## config.mk

```make
export PLATFORM = sky130hd
export DESIGN_NAME = dps_sram_core
export DESIGN_NICKNAME = d
export VERILOG_FILES = /design/src/logic/dps_pkg.sv /design/src/logic/dps_fifo.sv /design/src/logic/dps_sram_core.sv
export SDC_FILE = /design/constraint.sdc
export NUM_CORES = 1
export LEC_CHECK = 0
export CORE_MARGIN = 2
export CORE_UTILIZATION = 40
export CTS_CLUSTER_SIZE = 28
export DETAILED_ROUTE_END_ITERATION = 12
export DONT_BUFFER_PORTS = 1
export GPL_TIMING_DRIVEN = 0
export MAX_ROUTING_LAYER = met4
export PLACE_DENSITY = 0.63
export SETUP_SLACK_MARGIN = 0.3
export SLEW_MARGIN = 30
export SYNTH_ARGS = -nofsm -noshare
export SYNTH_HDL_FRONTEND = slang
export SYNTH_SLANG_ARGS = --single-unit
```

## constraint.sdc

```tcl
create_clock -name CLK -period 12.1 [get_ports CLK]
set_input_delay 2.42 -clock CLK [delete_from_list [all_inputs] [get_ports CLK]]
set_output_delay 2.42 -clock CLK [all_outputs]
set_load 0.02 [all_outputs]
```

## src/logic/dps_pkg.sv

```systemverilog
// Purpose: shared constants and types for the burst sram interface block
// Assumes: one core clock, much faster than the sampled pin clocks
// Notes: data width and lane width pick byte (9-bit) or nibble (4-bit) lanes
package dps_pkg;
    localparam int DATA_W = 18;
    localparam int LANE_W = 9;
    localparam int LANES = 2;
    localparam int ADDR_W = 4;
    localparam int FIFO_DEPTH = 8;
    localparam int SYNC_STAGES = 3;
    localparam int PIN_CLOCKS = 4;
    localparam logic [1:0] BEAT_FIRST = 2'h0;
    localparam logic [1:0] BEAT_LAST = 2'h3;
    localparam logic [2:0] STRAP_DELAY = 3'h4;

    typedef enum logic [1:0] {
        DPS_RD_IDLE = 2'b00,
        DPS_RD_WAIT = 2'b01,
        DPS_RD_BEAT = 2'b10,
        DPS_RD_TAIL = 2'b11
    } dps_rd_state_t;

    typedef enum logic [1:0] {
        DPS_LAST_NONE = 2'b00,
        DPS_LAST_READ = 2'b01,
        DPS_LAST_WRITE = 2'b10
    } dps_last_t;
endpackage : dps_pkg

```

## src/logic/dps_fifo.sv

```systemverilog
// Purpose: small flip-flop fifo holding captured write beats
// Assumes: single clock, asynchronous active-low reset
// Notes: in_ready and out_valid are combinational from the count
`timescale 1ns/100ps
`default_nettype none
module dps_fifo #(
    parameter int WIDTH = 24,
    parameter int DEPTH = 8
) (
    input wire logic clk,
    input wire logic rst_n,
    input wire logic in_valid,
    output logic in_ready,
    input wire logic [WIDTH-1:0] in_data,
    output logic out_valid,
    input wire logic out_ready,
    output logic [WIDTH-1:0] out_data
);
    localparam int PW = $clog2(DEPTH);

    logic [WIDTH-1:0] store [DEPTH];
    logic [PW-1:0] wr_ptr;
    logic [PW-1:0] rd_ptr;
    logic [PW:0] count;
    logic push;
    logic pop;

    assign in_ready = (count != (PW+1)'(DEPTH));
    assign out_valid = (count != '0);
    assign push = in_valid && in_ready;
    assign pop = out_valid && out_ready;
    assign out_data = store[rd_ptr];

    always_ff @(posedge clk) begin
        if (push) begin
            store[wr_ptr] <= in_data;
        end
    end

    always_ff @(posedge clk or negedge rst_n) begin
        if (!rst_n) begin
            wr_ptr <= '0;
            rd_ptr <= '0;
            count <= '0;
        end else begin
            if (push) begin
                wr_ptr <= (wr_ptr == PW'(DEPTH - 1)) ? '0 : wr_ptr + 1'b1;
            end
            if (pop) begin
                rd_ptr <= (rd_ptr == PW'(DEPTH - 1)) ? '0 : rd_ptr + 1'b1;
            end
            count <= count + (PW+1)'(push) - (PW+1)'(pop);
        end
    end

    fifo_bound_a: assert property (@(posedge clk) disable iff (!rst_n)
        count <= (PW+1)'(DEPTH)) else $error("fifo count above depth");
endmodule : dps_fifo
`default_nettype wire

```

## src/logic/dps_sram_core.sv

```systemverilog
// Purpose: burst sram with separate read and write ports, four-word bursts
// Assumes: pin clocks and pins are oversampled by CLK, at least 8x slower
// Notes: pins must hold steady for three CLK cycles around each pin clock edge
`timescale 1ns/100ps
`default_nettype none
// Function
// - write select low, read high starts write
// - read select low starts four-beat read
// - low lane select stores lane, high keeps
// - write beats taken on both input clocks
// - read beats launched on output clock pair, or on K pair in single clock mode
// - after power up, deselected and outputs off
// - burst covers A, A+1, A+2, A+3
// - second consecutive same-port request is ignored
// - both selected: read wins unless read before
module dps_sram_core #(
    parameter int DATA_W = dps_pkg::DATA_W,
    parameter int LANE_W = dps_pkg::LANE_W,
    parameter int LANES = dps_pkg::LANES,
    parameter int ADDR_W = dps_pkg::ADDR_W,
    parameter int FIFO_DEPTH = dps_pkg::FIFO_DEPTH
) (
    input wire logic CLK,
    input wire logic RST_N,
    input wire logic K,
    input wire logic K_N,
    input wire logic C,
    input wire logic C_N,
    input wire logic [ADDR_W-1:0] ADDR,
    input wire logic READ_PORT_SELECT_N,
    input wire logic WRITE_PORT_SELECT_N,
    input wire logic [LANES-1:0] LANE_WRITE_SELECT_N,
    input wire logic [DATA_W-1:0] D,
    output logic [DATA_W-1:0] Q,
    output logic Q_OE,
    output logic SINGLE_CLOCK_MODE
);
    localparam int SW = dps_pkg::PIN_CLOCKS + 2 + LANES + DATA_W + ADDR_W;
    localparam int FW = ADDR_W + LANES + DATA_W;

    ////////////////////////////////////////////////////////////////////////
    // pin sampling: three flops, a change counts once stages two and three agree
    logic [SW-1:0] pins;
    logic [SW-1:0] s1;
    logic [SW-1:0] s2;
    logic [SW-1:0] s3;
    logic [3:0] clk_lvl;
    logic [3:0] clk_rise;
    logic [3:0] ck2;
    logic [3:0] ck3;
    logic rps3;
    logic wps3;
    logic [LANES-1:0] lane3;
    logic [DATA_W-1:0] d3;
    logic [ADDR_W-1:0] a3;

    assign pins = {K, K_N, C, C_N, READ_PORT_SELECT_N, WRITE_PORT_SELECT_N,
                   LANE_WRITE_SELECT_N, D, ADDR};
    assign ck2 = s2[SW-1 -: 4];
    assign ck3 = s3[SW-1 -: 4];
    assign {rps3, wps3, lane3, d3, a3} = s3[SW-5:0];
    assign clk_rise = ~(ck2 ^ ck3) & ck3 & ~clk_lvl;

    always_ff @(posedge CLK or negedge RST_N) begin
        if (!RST_N) begin
            s1 <= '0;
            s2 <= '0;
            s3 <= '0;
        end else begin
            s1 <= pins;
            s2 <= s1;
            s3 <= s2;
        end
    end

    always_ff @(posedge CLK or negedge RST_N) begin
        if (!RST_N) begin
            clk_lvl <= 4'hf;
        end else begin
            for (int i = 0; i < 4; i++) begin
                if (ck2[i] == ck3[i]) begin
                    clk_lvl[i] <= ck3[i];
                end
            end
        end
    end

    ////////////////////////////////////////////////////////////////////////
    // strap: caught a few cycles after release so the samplers have settled
    logic [2:0] strap_cnt;
    logic strap_done;
    logic single_mode;

    always_ff @(posedge CLK or negedge RST_N) begin
        if (!RST_N) begin
            strap_cnt <= 3'h0;
            strap_done <= 1'b0;
            single_mode <= 1'b0;
        end else if (!strap_done) begin
            strap_cnt <= strap_cnt + 3'h1;
            if (strap_cnt == dps_pkg::STRAP_DELAY) begin
                strap_done <= 1'b1;
                single_mode <= ck3[1] & ck3[0];
            end
        end
    end

    assign SINGLE_CLOCK_MODE = single_mode;

    logic k_rise;
    logic kn_rise;
    logic oc_rise;
    logic ocn_rise;

    // nothing is decoded until the strap is known, so the ports stay deselected
    assign k_rise = clk_rise[3] & strap_done;
    assign kn_rise = clk_rise[2] & strap_done;
    assign oc_rise = single_mode ? k_rise : clk_rise[1] & strap_done;
    assign ocn_rise = single_mode ? kn_rise : clk_rise[0] & strap_done;

    ////////////////////////////////////////////////////////////////////////
    // port arbitration
    dps_pkg::dps_last_t last_start;
    logic req_rd;
    logic req_wr;
    logic rd_go;
    logic wr_go;
    logic fifo_in_ready;

    assign req_rd = k_rise & ~rps3;
    assign req_wr = k_rise & ~wps3;
    assign rd_go = req_rd & (last_start != dps_pkg::DPS_LAST_READ);
    // a full beat buffer refuses new writes rather than dropping beats later
    assign wr_go = req_wr & ~rd_go & fifo_in_ready
                   & (last_start != dps_pkg::DPS_LAST_WRITE);

    always_ff @(posedge CLK or negedge RST_N) begin
        if (!RST_N) begin
            last_start <= dps_pkg::DPS_LAST_NONE;
        end else if (k_rise) begin
            if (rd_go) begin
                last_start <= dps_pkg::DPS_LAST_READ;
            end else if (wr_go) begin
                last_start <= dps_pkg::DPS_LAST_WRITE;
            end else begin
                last_start <= dps_pkg::DPS_LAST_NONE;
            end
        end
    end

    ////////////////////////////////////////////////////////////////////////
    // write sequencer: beats on K and K_N of cycles t+1 and t+2
    logic wr_active;
    logic [1:0] wr_idx;
    logic [ADDR_W-1:0] wr_base;
    logic wr_pend;
    logic [ADDR_W-1:0] wr_pend_base;
    logic wr_cap;
    logic [FW-1:0] push_data;

    assign wr_cap = wr_active & (wr_idx[0] ? kn_rise : k_rise);
    assign push_data = {wr_base + ADDR_W'(wr_idx), lane3, d3};

    always_ff @(posedge CLK or negedge RST_N) begin
        if (!RST_N) begin
            wr_active <= 1'b0;
            wr_idx <= dps_pkg::BEAT_FIRST;
            wr_base <= '0;
            wr_pend <= 1'b0;
            wr_pend_base <= '0;
        end else begin
            if (wr_cap) begin
                wr_idx <= wr_idx + 2'h1;
                if (wr_idx == dps_pkg::BEAT_LAST) begin
                    wr_active <= wr_pend;
                    wr_base <= wr_pend_base;
                    wr_pend <= 1'b0;
                end
            end
            if (wr_go) begin
                if (wr_active) begin
                    wr_pend <= 1'b1;
                    wr_pend_base <= a3;
                end else begin
                    wr_active <= 1'b1;
                    wr_base <= a3;
                    wr_idx <= dps_pkg::BEAT_FIRST;
                end
            end
        end
    end

    ////////////////////////////////////////////////////////////////////////
    // beat buffer and array
    logic fifo_out_valid;
    logic fifo_out_ready;
    logic [FW-1:0] fifo_out;
    logic [DATA_W-1:0] mem [2**ADDR_W];
    logic [ADDR_W-1:0] drain_addr;
    logic [LANES-1:0] drain_sel_n;
    logic [DATA_W-1:0] drain_data;
    logic rd_fetch;

    dps_fifo #(.WIDTH(FW), .DEPTH(FIFO_DEPTH)) u_fifo (
        .clk(CLK),
        .rst_n(RST_N),
        .in_valid(wr_cap),
        .in_ready(fifo_in_ready),
        .in_data(push_data),
        .out_valid(fifo_out_valid),
        .out_ready(fifo_out_ready),
        .out_data(fifo_out)
    );

    assign {drain_addr, drain_sel_n, drain_data} = fifo_out;
    // read fetches own the array in their cycle; the buffer absorbs the stall
    assign fifo_out_ready = ~rd_fetch;

    always_ff @(posedge CLK) begin
        if (fifo_out_valid && fifo_out_ready) begin
            for (int l = 0; l < LANES; l++) begin
                if (!drain_sel_n[l]) begin
                    mem[drain_addr][l*LANE_W +: LANE_W] <= drain_data[l*LANE_W +: LANE_W];
                end
            end
        end
    end

    ////////////////////////////////////////////////////////////////////////
    // read sequencer: A on C_N of t+1, then alternating edges to C of t+3
    dps_pkg::dps_rd_state_t rd_state;
    logic [1:0] rd_idx;
    logic [ADDR_W-1:0] rd_base;
    logic rd_pend;
    logic [ADDR_W-1:0] rd_pend_base;

    assign rd_fetch = (rd_state == dps_pkg::DPS_RD_BEAT)
                      & (rd_idx[0] ? oc_rise : ocn_rise);

    always_ff @(posedge CLK or negedge RST_N) begin
        if (!RST_N) begin
            rd_state <= dps_pkg::DPS_RD_IDLE;
            rd_idx <= dps_pkg::BEAT_FIRST;
            rd_base <= '0;
            rd_pend <= 1'b0;
            rd_pend_base <= '0;
        end else begin
            unique case (rd_state)
                dps_pkg::DPS_RD_IDLE, dps_pkg::DPS_RD_TAIL: begin
                    if (rd_go) begin
                        rd_state <= dps_pkg::DPS_RD_WAIT;
                        rd_base <= a3;
                        rd_idx <= dps_pkg::BEAT_FIRST;
                    end else if (rd_state == dps_pkg::DPS_RD_TAIL && oc_rise) begin
                        rd_state <= dps_pkg::DPS_RD_IDLE;
                    end
                end
                dps_pkg::DPS_RD_WAIT: begin
                    if (k_rise) begin
                        rd_state <= dps_pkg::DPS_RD_BEAT;
                    end
                end
                dps_pkg::DPS_RD_BEAT: begin
                    if (rd_go) begin
                        rd_pend <= 1'b1;
                        rd_pend_base <= a3;
                    end
                    if (rd_fetch) begin
                        rd_idx <= rd_idx + 2'h1;
                        if (rd_idx == dps_pkg::BEAT_LAST) begin
                            rd_pend <= 1'b0;
                            // with zero skew a start lands on the last beat's edge: keep it
                            if (rd_go) begin
                                rd_state <= dps_pkg::DPS_RD_WAIT;
                                rd_base <= a3;
                            end else begin
                                rd_base <= rd_pend_base;
                                rd_state <= rd_pend ? dps_pkg::DPS_RD_BEAT : dps_pkg::DPS_RD_TAIL;
                            end
                        end
                    end
                end
            endcase
        end
    end

    always_ff @(posedge CLK or negedge RST_N) begin
        if (!RST_N) begin
            Q <= '0;
            Q_OE <= 1'b0;
        end else if (rd_fetch) begin
            Q <= mem[rd_base + ADDR_W'(rd_idx)];
            Q_OE <= 1'b1;
        end else if (oc_rise && (rd_state != dps_pkg::DPS_RD_BEAT)) begin
            Q_OE <= 1'b0;
        end
    end

    ////////////////////////////////////////////////////////////////////////
    // checks
    strap_quiet_a: assert property (@(posedge CLK) disable iff (!RST_N)
        !strap_done |-> !Q_OE && rd_state == dps_pkg::DPS_RD_IDLE && !wr_active)
        else $error("activity before strap capture");
    read_start_a: assert property (@(posedge CLK) disable iff (!RST_N)
        rd_go && rd_state == dps_pkg::DPS_RD_IDLE |=> rd_state == dps_pkg::DPS_RD_WAIT
        && rd_base == $past(a3)) else $error("read not started");
    write_start_a: assert property (@(posedge CLK) disable iff (!RST_N)
        wr_go && !wr_active |=> wr_active && wr_idx == 2'h0 && wr_base == $past(a3))
        else $error("write not started");
    // starts seen at the previous K rise, kept apart from the arbiter's own state
    logic prev_rd_go;
    logic prev_wr_go;
    always_ff @(posedge CLK or negedge RST_N) begin
        if (!RST_N) begin
            prev_rd_go <= 1'b0;
            prev_wr_go <= 1'b0;
        end else if (k_rise) begin
            prev_rd_go <= rd_go;
            prev_wr_go <= wr_go;
        end
    end
    no_repeat_a: assert property (@(posedge CLK) disable iff (!RST_N)
        k_rise |-> !(prev_rd_go && rd_go) && !(prev_wr_go && wr_go))
        else $error("consecutive start accepted");
    arb_write_a: assert property (@(posedge CLK) disable iff (!RST_N)
        req_rd && req_wr && fifo_in_ready && last_start == dps_pkg::DPS_LAST_READ
        |=> last_start == dps_pkg::DPS_LAST_WRITE) else $error("write lost arbitration");
    arb_read_a: assert property (@(posedge CLK) disable iff (!RST_N)
        req_rd && last_start != dps_pkg::DPS_LAST_READ
        |=> last_start == dps_pkg::DPS_LAST_READ) else $error("read lost arbitration");
    nop_idle_a: assert property (@(posedge CLK) disable iff (!RST_N)
        k_rise && rps3 && wps3 |=> last_start == dps_pkg::DPS_LAST_NONE)
        else $error("start without select");
    beat_drive_a: assert property (@(posedge CLK) disable iff (!RST_N)
        rd_fetch |=> Q_OE && Q == $past(mem[rd_base + ADDR_W'(rd_idx)]))
        else $error("read beat not driven");
    lane_keep_a: assert property (@(posedge CLK) disable iff (!RST_N)
        fifo_out_valid && fifo_out_ready && (&drain_sel_n)
        |=> mem[$past(drain_addr)] == $past(mem[drain_addr])) else $error("lane altered");
    burst_four_a: assert property (@(posedge CLK) disable iff (!RST_N)
        wr_cap && wr_idx == 2'h3 && !wr_pend && !wr_go |=> !wr_active)
        else $error("write burst longer than four");
    beat_edge_a: assert property (@(posedge CLK) disable iff (!RST_N)
        wr_cap |-> fifo_in_ready && (k_rise != kn_rise))
        else $error("write beat on wrong edge");

    read_burst_c: cover property (@(posedge CLK) disable iff (!RST_N)
        rd_fetch && rd_idx == 2'h3);
    write_burst_c: cover property (@(posedge CLK) disable iff (!RST_N)
        wr_cap && wr_idx == 2'h3);
    both_sel_c: cover property (@(posedge CLK) disable iff (!RST_N)
        req_rd && req_wr && last_start == dps_pkg::DPS_LAST_READ);
    back_read_c: cover property (@(posedge CLK) disable iff (!RST_N)
        rd_fetch && rd_idx == 2'h3 && rd_pend);
    edge_read_c: cover property (@(posedge CLK) disable iff (!RST_N)
        rd_fetch && rd_idx == 2'h3 && rd_go);
endmodule : dps_sram_core
`default_nettype wire

```

Word-level counts from Yosys, hierarchy flattened
Memories as Yosys holds them, arrays and structs flattened. A register that Yosys moved wholly into a read port is not among the register bits.
Cells that the tools add are included.
- $add $sub $neg: 9
- eq/ne operators: 21
- mux-type cells: 54
- bitwise logic cells: 23
- reduce and logical (&&, ||, !) cells: 15
- operator list (kind ; number):
    4-bit two-way mux ; 8
    1-bit two-way mux ; 28
    2-bit two-way mux ; 13
    1-bit AND ; 13
    2-bit inequality test, second input constant ; 5
    3-bit by 1-bit adder with 3-bit output, second input constant ; 3
    3-bit equality test, second input constant ; 3
    4-bit by 2-bit adder with 4-bit output ; 2
    4-bit AND ; 2
    2-bit equality test, second input constant ; 4
    4-bit NOT ; 2
    4-bit one-hot mux with 2 select lines ; 1
    4-bit AND reduction ; 2
    3-bit two-way mux ; 2
    2-bit one-hot mux with 3 select lines ; 1
    1-bit NOT ; 5
    2-bit by 1-bit adder with 2-bit output, second input constant ; 2
    4-bit by 1-bit adder with 4-bit output ; 1
    1-bit equality test ; 4
    1-bit logical AND ; 4
    2-bit by 1-bit inequality test with 1-bit output, second input constant ; 2
    4-bit inequality test, second input constant ; 1
    2-bit one-hot mux with 2 select lines ; 1
    2-bit AND reduction ; 2
    10 further kinds ; 11
- bits in registers: 137
- bits in writable memories: 480
- output and inout bits: 20
- logic and storage cells: 149
- memories kept: 2
- memory list (memory ; words ; bits a word ; read ports ; clocked after Yosys merged registers in ; write ports ; RTL line ; RTL):
    mem ; 16 ; 18 ; 1 ; 1 ; 1 ; dps_sram_core.sv:198 ; logic [DATA_W-1:0] mem [2**ADDR_W];
    u_fifo.store ; 8 ; 24 ; 1 ; 0 ; 1 ; dps_fifo.sv:21 ; logic [WIDTH-1:0] store [DEPTH];

Logic depth before layout (Yosys ltp)
Gate-level depths: netlist of the first run.
- word-level depth: 13
- depth in mapped cells: 12
- depth with buffers taken out: 11

Cells and area by module
A second synthesis of the first run with hierarchy kept.
- cells, all modules: 1124
- area total of the unflattened synthesis: 24023.0 um^2
- modules (own cells, without submodules) (module ; instances ; cells each ; area an instance (um^2)):
    dps_sram_core ; 1 ; 790 ; 16012.9
    dps_fifo ; 1 ; 334 ; 8010.2

Worst setup path before layout of the first run
No wires, ideal clock.
- kind: reg2reg
- from: register s2[29]
- to: memory u_fifo.store[0][0] (enable)
- arrival: 3.670 ns
- required time: 11.634 ns
- slack: 7.964 ns
- cell stages (with the launch flop): 7
- path buffers: 1
- cell sequence: dfrtp_1 > ha_1 > nand3b_4 > and2_1 > or3_1 > clkbuf_1 > nor4_1
- longest elaborated chain between the ends: 10
- RTL lines (element ; RTL line ; RTL):
    start, declared ; dps_sram_core.sv:45 ; logic [SW-1:0] s2;
    start signal, assigned ; dps_sram_core.sv:67 ; s2 <= '0;
    start signal, assigned ; dps_sram_core.sv:71 ; s2 <= s1;
    4-bit bitwise XOR ; dps_sram_core.sv:62 ; assign clk_rise = ~(ck2 ^ ck3) & ck3 & ~clk_lvl;
    4-bit NOT ; dps_sram_core.sv:62 ;
    4-bit AND (2 in series) ; dps_sram_core.sv:62 ;
    1-bit AND ; dps_sram_core.sv:116 ; assign k_rise = clk_rise[3] & strap_done;
    1-bit two-way mux ; dps_sram_core.sv:161 ; assign wr_cap = wr_active & (wr_idx[0] ? kn_rise : k_rise);
    1-bit AND ; dps_sram_core.sv:161 ;
    1-bit logical AND ; dps_fifo.sv:30 ; assign push = in_valid && in_ready;
    1-bit two-way mux ; dps_fifo.sv:35 ; if (push) begin
    1-bit two-way mux (not written as such) ; dps_fifo.sv:36 ; store[wr_ptr] <= in_data;
    end, declared ; dps_fifo.sv:21 ;
Every way passes these cells.

Worst setup path in the final report of the first run
- from: register rd_state[0]
- to: memory mem[0][2] (enable)
- longest elaborated chain between the ends: 6
- RTL lines (element ; RTL line ; RTL):
    start, declared ; dps_sram_core.sv:231 ; dps_pkg::dps_rd_state_t rd_state;
    start signal, assigned ; dps_sram_core.sv:242 ; rd_state <= dps_pkg::DPS_RD_IDLE;
    start signal, assigned ; dps_sram_core.sv:251 ; rd_state <= dps_pkg::DPS_RD_WAIT;
    start signal, assigned ; dps_sram_core.sv:255 ; rd_state <= dps_pkg::DPS_RD_IDLE;
    2-bit equality test ; dps_sram_core.sv:237 ; assign rd_fetch = (rd_state == dps_pkg::DPS_RD_BEAT)
    1-bit AND ; dps_sram_core.sv:238 ; & (rd_idx[0] ? oc_rise : ocn_rise);
    1-bit NOT ; dps_sram_core.sv:217 ; assign fifo_out_ready = ~rd_fetch;
    1-bit logical AND ; - ;
    named net u_fifo.pop ; dps_fifo.sv:26 ; logic pop;
    1-bit two-way mux ; dps_sram_core.sv:220 ; if (fifo_out_valid && fifo_out_ready) begin
    1-bit two-way mux (not written as such) ; dps_sram_core.sv:223 ; mem[drain_addr][l*LANE_W +: LANE_W] <= drain_data[l*LANE_W +: LANE_W];
    end, declared ; dps_sram_core.sv:198 ;
The timed path passes the listed nets, and every way through them passes these cells.

==> results of run 1 <==
-- sequential cells by signal, indices dropped and copies added (netlist names), 3 cells and up --
signal and cells:
mem 288, s2 30, s1 30, u_fifo.count 4, rd_base 4, u_fifo.wr_ptr 3, u_fifo.rd_ptr 3, wr_base 4
clk_lvl 4, wr_pend_base 4, Q 18, s3 30, rd_pend_base 4, strap_cnt 3, u_fifo.store 192
-- worst max-delay path, delay by kind of cell, from the launching register on --
| kind | cells | cell delay [ps] |
|---|---|---|
| buf+inv | 2 | 250 |
| fa+ha+maj | 1 | 180 |
| flops | 1 | 400 |
| compound gates | 3 | 1440 |
| simple gates | 2 | 960 |
-- power by group --
group	internal (mW)	switching, mW
sequential	2.92	0.143
clock	1.16	0.823
combinational	0.702	1.09
total	4.78	2.06
-- cell type report --
cell class / instances / area [sq um] / share of cell area (%)
timing repair buffer: 21 / 211.5 / 0.7753
buffer: 43 / 221.5 / 0.8120
multi-input combinational: 453 / 5340 / 19.58
tap: 773 / 967.2 / 3.546
clock buffer: 89 / 1873 / 6.868
clock inverter: 32 / 277.8 / 1.018
inverter: 22 / 82.58 / 0.3028
sequential: 635 / 18300 / 67.09
antenna: 1 / 2.502 / 0.009175
-- logic make-up (layout without fill, tap and decap cells) --
kind of cell,after synthesis,after routing
simple gates,143,143
mux,208,208
buf+inv,65,207
xor+xnor,8,8
flops,635,635
compound gates,66,66
fa+ha+maj,28,28
other cells,0,1
-- layer usage --
metal  vias up  part of all wire, %  routed length (um)  GRT usage [%]
met4         0                  2.3                1050          5.427
li1       4783                    -                   -              -
met2       260                   50               22520          25.27
met3        80                  5.6                2547          3.264
met1      5706                   42               19250          20.04
met5         -                    0                   0              -
-- cell usage in the layout, fill, tap and decap left out, drive strengths merged, types with 43 or more instances in the layout --
master,n
edfxtp,480
dfrtp,151
mux4,120
clkbuf,107
nand2,56
buf,46
mux2,45
nor2,45
mux2i,43
-- worst max path at each step --
stage                                      to               from  slack, ps
after global routing                mem[0][2]  SINGLE_CLOCK_MODE       8280
after floorplan            u_fifo.store[0][0]             s2[29]       7960
after CTS                   SINGLE_CLOCK_MODE  SINGLE_CLOCK_MODE       8490
final                               mem[0][2]        rd_state[0]       8480
after detailed placement            mem[0][7]  SINGLE_CLOCK_MODE       8520
after global placement    u_fifo.store[0][13]         strap_done       5500
-- stage by stage --
step           hold WS, ps  util (%)
5_1_grt              350.6     46.21
2_1_floorplan        331.2         -
6_report             343.1     46.21
3_3_place_gp         331.2     42.08
3_5_place_dp         334.7     42.55
4_1_cts              347.7     46.20
==> results.json, run 1 <==
{
  "relSlewSlack_pct": 37.12,
  "setup-violations-final": 0,
  "initialDrtViolationCount": 988,
  "slew_viol_final": 0,
  "worstHoldPathCells": 0,
  "synthArstFlopShare_pct": 24.41,
  "fin_tns_setup_ps": 0,
  "place.detailed.hpwl_um": 30050,
  "finalWorstPathRequiredPeriod_ps": 3618,
  "dpl_cell_area_sq_mm": 0.02512,
  "synth_cells": 1153,
  "cts.reportedPaths.clkPinSlew_ps": 60,
  "floorplan_core_area_sq_mm": 0.05902,
  "final.setup.worst_slack_ps": 8482,
  "synthXorXnorAreaFrac_pct": 0.3250,
  "critPathArrivalTime_ps": 3820,
  "areaGrowthSynthToFinish_pct": 14.27,
  "synthesized_area_fraction_occupied_by_ao_oa_aoi_and_oai_cells_pct": 2.050,
  "cts_resized": 0,
  "portion_of_the_clock_cycle_consumed_by_the_worst_path_in_the_final_layout_pct": 29.90,
  "count_of_hold_buffers_inserted_by_post_cts_repair": 0,
  "most_common_cell_in_the_synthesized_netlist": "edfxtp_1",
  "yosys_most_used_dff": "edfxtp_1",
  "startpoint_type": "flip-flop",
  "design.portCount": 52,
  "max_cap_viol_count": 0,
  "timing.reg2reg.worst_path_depth": 8,
  "combinational_family_with_the_most_area_after_synthesis": "multiplexers",
  "synth.area.top_cells": "edfxtp_1 (60%), dfrtp_1 (16%), mux4_2 (11%)",
  "drc_markers": 0,
  "critical_path.reg2reg.startpoint": "rd_state[0]",
  "die_area_sq_mm": 0.06164,
  "required_ps": 12300,
  "end_kind": "flip-flop",
  "route.vias.total": 10830,
  "outcome": "complete, no violations",
  "yosys.area_share.adder_pct": 1.562,
  "reg2reg_to": "mem[0][2]",
  "hp-start": "s2[8]",
  "postSynthNetCount": 1213,
  "routed_wirelength_um": 45360,
  "ir_worst_vdd_mv": 0.1129,
  "wl_per_cell_um": 21.92,
  "netlist_cell_types": 56,
  "hold_viol_final": 0,
  "worst_clock_skew_ps": 29.12,
  "syn-mean-instance-area_sq_um": 20.70,
  "timing.hold.worst.class": "flip-flop to flip-flop",
  "synthesis.yosys.warnings": 0,
  "postCtsSetupBuffers": 0,
  "synth-edff-count": 480,
  "leakagePower_nw": 9.474,
  "cts_htree_levels": 3,
  "fillCellCount": 4912,
  "cts_tree": "built",
  "post_route_cells_drive_above_1_share_pct": 26.72,
  "grt_setup_unrepaired": "false",
  "pre_cts_ws_ps": 8517,
  "instances_no_fill": 2069,
  "place_inst": 1947,
  "yosys_register_bits": 635,
  "final_net_count": 1302,
  "synth_simple_gate_area_share_pct": 2.878,
  "critical_path.cell_chain": "inv_1 -> ha_1 -> buf_2 -> nand2_1 -> a21oi_1 -> a311oi_2 -> o21ai_1 -> nor2_1",
  "synth.mux.area_fraction_pct": 15.25,
  "placement.io_buffers": 0,
  "antenna_violations_before_repair": 0,
  "regToRegSetupSlack_ps": 8480,
  "first_global_vias": 11500,
  "post-synth-top-area-cell": "edfxtp_1",
  "post_synth_instance_area_sq_mm": 0.02387,
  "cts_num_sinks": 635,
  "cts_root_buffer": "clkbuf_16",
  "drt.antenna.violating_nets": 0,
  "critical_path_s_slowest_cell": "nor2_1",
  "worst_skew_pair.late_latency_ps": 610,
  "power-per-cell-area_mw_per_mm2": 250.9,
  "largest_net_degree_at_the_start_of_global_routing": 156,
  "tritoncts_buffer_count": 66,
  "crit_path_max_incr_delay_ps": 870,
  "synth.yosys.seq_area_share_pct": 76.66,
  "post_synth_most_frequent_cells": "edfxtp_1 (480), dfrtp_1 (151), mux4_2 (120)",
  "worst-path-max-fanout": 10,
  "initial_utilization_pct": 40.44,
  "rows": 89,
  "worst-slew-pin-transition_ps": 939.7,
  "fmax_mhz": 276.4,
  "gp_routability_congestion": 0.7444,
  "finalInstanceArea_sq_mm": 0.02727,
  "power.total_mw": 6.842,
  "fp.dieH_um": 248.3,
  "worst-setup-path-type": "flip-flop to flip-flop",
  "groute.usage.overall_pct": 15.75,
  "die_x_um": 248.3,
  "buffers_from_clock_root_to_sink_at_most": 3,
  "drt-pass1-iter-count": 5,
  "yosys.area.top_type_share_pct": 60.39,
  "grt-ovfl-total": 0,
  "first_pass_grt_wire_length_um": 69350,
  "post_drt_via_cell_ratio": 5.234,
  "timing.hold.worst_endpoint": "s3[8]"
}
Note: power is estimated with default switching activity, not from simulation.
==> run 2, diff against run 1 <==
==> constraint.sdc (replaced) <==
create_clock -name CLK -period 3.52 [get_ports CLK]
set_input_delay 0.704 -clock CLK [delete_from_list [all_inputs] [get_ports CLK]]
set_output_delay 0.704 -clock CLK [all_outputs]
set_load 0.02 [all_outputs]
==> run 2 against run 1 <==
Effect of this change: the flow now finishes with violations (negative hold slack); routed wire length rose by 1.1%; clock skew increased by 2.5 ps; combinational power grew to 3.5 times the previous value; critical path type unchanged; highest routed layer unchanged.
==> results.json, run 2 (synthesis gave the netlist of run 1 again) <==
{
  "cts_tree": "built",
  "worst_skew_pair.late_latency_ps": 600,
  "die_x_um": 248.3,
  "fp.dieH_um": 248.3,
  "initialDrtViolationCount": 767,
  "final_cell_mix": "edfxtp_1 (480), dfrtp_1 (151), mux4_2 (120), clkbuf_16 (72), nand2_1 (56)",
  "fin_tns_setup_ps": 0,
  "rows": 89,
  "cts_root_buffer": "clkbuf_16",
  "reg2reg_to": "mem[9][3]",
  "finalWorstPathRequiredPeriod_ps": 3141,
  "fillCellCount": 4848,
  "holdWs_ps": -166.5,
  "final_core_utilization_pct": 46.87,
  "route.vias.total": 10840,
  "cts_htree_levels": 3,
  "post_drt_via_cell_ratio": 5.213,
  "regToRegSetupSlack_ps": 380,
  "end_kind": "flip-flop",
  "worst_clock_skew_ps": 31.58,
  "relSlewSlack_pct": 31.39,
  "floorplan_core_area_sq_mm": 0.05902,
  "critical_path_depth": 8,
  "critical_path.reg2reg.startpoint": "rd_state[0]",
  "critPathBufInv": 2,
  "slew_viol_final": 0,
  "die_area_sq_mm": 0.06164,
  "placement.io_buffers": 0,
  "worst-path-max-fanout": 10,
  "timing.hold.worst.class": "primary input to async pin",
  "routed_wirelength_um": 45860,
  "design.portCount": 52,
  "critical_path_s_slowest_cell": "a311oi_4",
  "buffers_from_clock_root_to_sink_at_most": 3,
  "worst-setup-path-type": "flip-flop to flip-flop",
  "grt_setup_unrepaired": "true",
  "violations_in_the_final_reports": "negative hold slack",
  "drc_markers": 0,
  "met2WireLength_um": 23030,
  "leakagePower_nw": 9.624,
  "portion_of_the_clock_cycle_consumed_by_the_worst_path_in_the_final_layout_pct": 89.24,
  "post_route_cells_drive_above_1_share_pct": 29.99,
  "final.setup.worst_slack_ps": 378.9,
  "crit_path_max_incr_delay_ps": 650,
  "groute.usage.overall_pct": 15.88,
  "first_pass_grt_wire_length_um": 70560,
  "max_cap_viol_count": 0,
  "initial_utilization_pct": 40.44,
  "grt-ovfl-total": 0,
  "drt-pass1-iter-count": 5,
  "place.detailed.hpwl_um": 30110,
  "areaGrowthSynthToFinish_pct": 15.90,
  "hold_viol_final": 151,
  "cts.reportedPaths.clkPinSlew_ps": 60,
  "ir_worst_vdd_mv": 0.4062,
  "startpoint_type": "flip-flop",
  "pre_cts_ws_ps": -79.47,
  "largest_net_degree_at_the_start_of_global_routing": 156,
  "largest_register_by_flop_count": "mem",
  "worst_setup_path_endpoint": "mem[9][3]",
  "antenna_violations_before_repair": 0,
  "finalInstanceArea_sq_mm": 0.02766,
  "dpl_cell_area_sq_mm": 0.02514,
  "power-per-cell-area_mw_per_mm2": 872.7,
  "wl_per_cell_um": 22.05,
  "cell_family_contributing_the_most_delay_on_the_critical_path": "compound AO/OA/AOI/OAI gates",
  "timing.reg2reg.worst_path_depth": 8,
  "drt.antenna.violating_nets": 0,
  "antennaDiodeCount": 0,
  "largest_reg_flops": 288,
  "fmax_mhz": 318.4,
  "cts_num_sinks": 635,
  "worst-slew-pin-transition_ps": 1022,
  "detail_route.wirelength.met1_um": 19720,
  "worstSetupStartpoint": "rd_state[0]",
  "gp_routability_congestion": 0.7282,
  "met3RoutedLength_um": 2281,
  "dr.max_layer_used": "met4",
  "final_net_count": 1312,
  "setup-violations-final": 0,
  "top_regs": "mem: 288 flops, u_fifo.store: 192 flops",
  "critPathArrivalTime_ps": 3370,
  "critical_path.cell_chain": "inv_1 -> ha_1 -> buf_2 -> nand2_1 -> a21oi_1 -> a311oi_4 -> o21ai_1 -> nor2_2",
  "first_global_vias": 11620,
  "tritoncts_buffer_count": 67,
  "outcome": "finished with violations",
  "power.total_mw": 24.14,
  "required_ps": 3740,
  "layout.cells.most_common": "edfxtp_1"
}
## run 2: timing repair
item,4_1_cts,5_1_grt
endpoints found under the hold margin,155,151
setup buffers,4,4
pin swaps,1,1
gates resized for setup,39,9
endpoints found under the setup margin,268,177
## run 2: cell type report
class | instances | area (sq um) | area share (%)
Buffer | 43 | 232.7 | 0.8413
Clock buffer | 97 | 1986 | 7.178
Clock inverter | 27 | 335.3 | 1.212
Inverter | 22 | 82.58 | 0.2985
Multi-Input combinational cell | 453 | 5470 | 19.77
Sequential cell | 635 | 18300 | 66.14
Tap cell | 773 | 967.2 | 3.496
Timing Repair Buffer | 30 | 291.5 | 1.054
## run 2: worst min-delay path by stage
stage	start	endpoint	cells past startpoint
after floorplan	s1[0]	s2[0]	0
after global placement	s1[7]	s2[7]	0
after detailed placement	s1[15]	s2[15]	0
after CTS	RST_N	s3[6]	0
after global routing	RST_N	Q[10]	0
final	RST_N	s1[10]	0
## run 2: worst register-to-register path, stage by stage (launching register included)
cell      delay (ps)
dfrtp_1          390
inv_1             60
ha_1             190
buf_2            190
nand2_1           90
a21oi_1          100
a311oi_4         650
o21ai_1          540
nor2_2           570
## run 2: per-stage QoR
step / std cells / hold slack [ps]
after global placement: 1926 / 331.3
after CTS: 2076 / -217.5
after detailed placement: 1948 / 334.7
after global routing: 2080 / -203.1
after floorplan: 1153 / 331.2
final: 2080 / -166.5
## run 2: power by group
group	total, mW	switching (mW)	internal, mW
sequential	10.5	0.495	10.0
combinational	6.34	3.87	2.48
clock	7.27	2.87	4.40
## run 2: metal layers
metal | GRT usage [%] | up-vias
met1 | 20.45 | 5736
li1 | - | 4804
met4 | 4.849 | 0
met2 | 25.77 | 237
met3 | 2.952 | 66
met5 | - | -
==> run 3, diff against run 2 <==
--- a/config.mk
+++ b/config.mk
@@ -5,6 +5,8 @@
 export SDC_FILE = /design/constraint.sdc
 export NUM_CORES = 1
 export LEC_CHECK = 0
+export CELL_PAD_IN_SITES_DETAIL_PLACEMENT = 0
+export CELL_PAD_IN_SITES_GLOBAL_PLACEMENT = 1
 export CORE_MARGIN = 2
 export CORE_UTILIZATION = 40
 export CTS_CLUSTER_SIZE = 28
@@ -12,7 +14,7 @@
 export DONT_BUFFER_PORTS = 1
 export GPL_TIMING_DRIVEN = 0
 export MAX_ROUTING_LAYER = met4
-export PLACE_DENSITY = 0.63
+export PLACE_DENSITY = 0.69
 export SETUP_SLACK_MARGIN = 0.3
 export SLEW_MARGIN = 30
 export SYNTH_ARGS = -nofsm -noshare
==> run 3 against run 2 <==
Effect of this change: the run still ends with negative hold slack left; sequential power about the same; count of clock-buffer cells in the layout shrank 3; sequential share of layout area rose by 0.40 points; worst hold slack improved by 1.8 ps; setup slack improved by 60 ps; combinational power is essentially flat; die area did not move; register-to-register slack better by 60 ps; critical path type unchanged; critical endpoint is now mem[13][4]; largest cell class unchanged.
==> results.json, run 3 (synthesis gave the netlist of run 1 again) <==
{
  "wl_per_cell_um": 21.79,
  "clkPwrFrac_pct": 29.1,
  "fin_tns_setup_ps": 0,
  "end_kind": "flip-flop",
  "drc_markers": 0,
  "startpoint_type": "flip-flop",
  "top_regs": "mem: 288 flops, u_fifo.store: 192 flops",
  "reg2reg_to": "mem[13][4]",
  "violations_in_the_final_reports": "negative hold slack",
  "gp_routability_congestion": 0.7447,
  "largest_register_by_flop_count": "mem",
  "setup-violations-final": 0,
  "floorplan_core_area_sq_mm": 0.05902,
  "worst_skew_pair.late_latency_ps": 600,
  "die_area_sq_mm": 0.06164,
  "worst_clock_skew_ps": 25.40,
  "largest_reg_flops": 288,
  "outcome": "finished with violations",
  "slew_viol_final": 0,
  "cts_htree_levels": 3,
  "pre_cts_ws_ps": -101.6,
  "max_cap_viol_count": 0,
  "portion_of_the_clock_cycle_consumed_by_the_worst_path_in_the_final_layout_pct": 87.53,
  "power.total_mw": 23.75,
  "final_net_count": 1305,
  "cts.reportedPaths.clkPinSlew_ps": 60,
  "first_global_vias": 11500,
  "drt-pass1-iter-count": 5,
  "antennaDiodeCount": 0,
  "worst-slew-pin-transition_ps": 810.5,
  "switching_share_pct": 30.16,
  "place.detailed.hpwl_um": 29870,
  "fp.dieH_um": 248.3,
  "final.setup.worst_slack_ps": 438.9,
  "largest_net_degree_at_the_start_of_global_routing": 156,
  "dpl_cell_area_sq_mm": 0.02514,
  "route.vias.total": 10750,
  "regToRegSetupSlack_ps": 440,
  "critical_path.reg2reg.startpoint": "SINGLE_CLOCK_MODE",
  "hold_viol_final": 151,
  "initial_utilization_pct": 40.44,
  "finalWorstPathRequiredPeriod_ps": 3081,
  "post_route_cells_drive_above_1_share_pct": 28.95,
  "placement.io_buffers": 0,
  "p_comb_share_pct": 26.6,
  "netSwitchingPower_mw": 7.163,
  "initialDrtViolationCount": 780,
  "areaGrowthSynthToFinish_pct": 15.20,
  "cts_tree": "built",
  "power-per-cell-area_mw_per_mm2": 863.7,
  "cts_num_sinks": 635,
  "tritoncts_buffer_count": 68,
  "die_x_um": 248.3,
  "required_ps": 3730,
  "worstSetupStartpoint": "SINGLE_CLOCK_MODE",
  "layout.cells.most_common": "edfxtp_1",
  "p_int_mw": 16.58,
  "routed_wirelength_um": 45150,
  "leakagePower_nw": 9.515,
  "buffers_from_clock_root_to_sink_at_most": 3,
  "groute.usage.overall_pct": 15.76,
  "design.portCount": 52,
  "worst_setup_path_endpoint": "mem[13][4]",
  "finalInstanceArea_sq_mm": 0.02750,
  "rows": 89,
  "final_cell_mix": "edfxtp_1 (480), dfrtp_1 (151), mux4_2 (120), clkbuf_16 (70), nand2_1 (56)",
  "relSlewSlack_pct": 45.92,
  "worst-setup-path-type": "flip-flop to flip-flop",
  "post_drt_via_cell_ratio": 5.186,
  "timing.reg2reg.worst_path_depth": 5,
  "drt.antenna.violating_nets": 0,
  "ir_worst_vdd_mv": 0.4561,
  "grt_setup_unrepaired": "true",
  "cts_root_buffer": "clkbuf_16",
  "timing.hold.worst.class": "primary input to async pin",
  "first_pass_grt_wire_length_um": 70190,
  "antenna_violations_before_repair": 0,
  "grt-ovfl-total": 0,
  "critPathArrivalTime_ps": 3300,
  "worst-path-max-fanout": 9,
  "power_frac_seq_pct": 44.3,
  "fmax_mhz": 324.6,
  "holdWs_ps": -164.7
}
[run 3: changes by cell type in the layout (fill, tap and decap cells not counted), sizes merged]
cell / previous run / this run
clkinvlp: 2 / 4
clkinv: 15 / 19
bufinv: 6 / 4
buf: 54 / 46
inv: 26 / 25
clkbuf: 116 / 113
[run 3: power by group through the flow]
| stage | combinational, mW | sequential, mW | clock (mW) |
|---|---|---|---|
| 6_report | 6.31 | 10.5 | 6.92 |
| 4_1_cts | 6.42 | 10.5 | 7.10 |
| 3_5_place_dp | 6.28 | 10.7 | 0 |
| 5_1_grt | 6.88 | 10.6 | 7.41 |
| 3_3_place_gp | 6.02 | 10.6 | 0 |
| 2_1_floorplan | 4.33 | 10.5 | 0 |
[run 3: critical path, cell delays in order, from the launching register on]
cell       delay (ps)
dfrtp_1           550
nand4bb_1         280
a21oi_1           190
a311oi_4          650
nand2_1           460
nor2_2            580
[run 3: layer usage]
metal / wire (um) / global-route usage [%] / share of wire [%] / vias to the layer above
li1: - / - / - / 4790
met3: 1980 / 2.693 / 4.4 / 59
met2: 22570 / 25.27 / 50 / 205
met1: 19810 / 20.84 / 44 / 5691
met5: 0 / - / 0 / -
met4: 786 / 4.569 / 1.7 / 0
[run 3: final cells by class]
type / instances / area (sq um)
Multi-Input combinational cell: 453 / 5454
Tap cell: 773 / 967.2
Clock inverter: 30 / 287.8
Clock buffer: 94 / 1902
Fill cell: 4841 / 31520
Sequential cell: 635 / 18300
Buffer: 43 / 231.5
Inverter: 22 / 82.58
Timing Repair Buffer: 22 / 272.8
[run 3: timing repair]
action                     4_1_cts  5_1_grt
pin swaps                        1        2
setup endpoints to repair      288       84
hold endpoints to repair       155      151
resized for setup               39        3
setup buffers                    1        2
[run 3: metrics by stage]
step                utilization [%]  std cells
global route                  46.59       2072
finish                        46.59       2072
global placement              42.10       1926
CTS                           46.49       2070
floorplan                         -       1153
detailed placement            42.59       1945
[run 3: worst min path at each step]
stage,slack [ps],to,cells past startpoint,from
CTS,-220,s3[7],0,RST_N
detailed placement,330,s2[25],0,s1[25]
global placement,330,s2[27],0,s1[27]
global route,-200,s1[2],0,RST_N
floorplan,330,s2[0],0,s1[0]
finish,-160,s1[3],0,RST_N
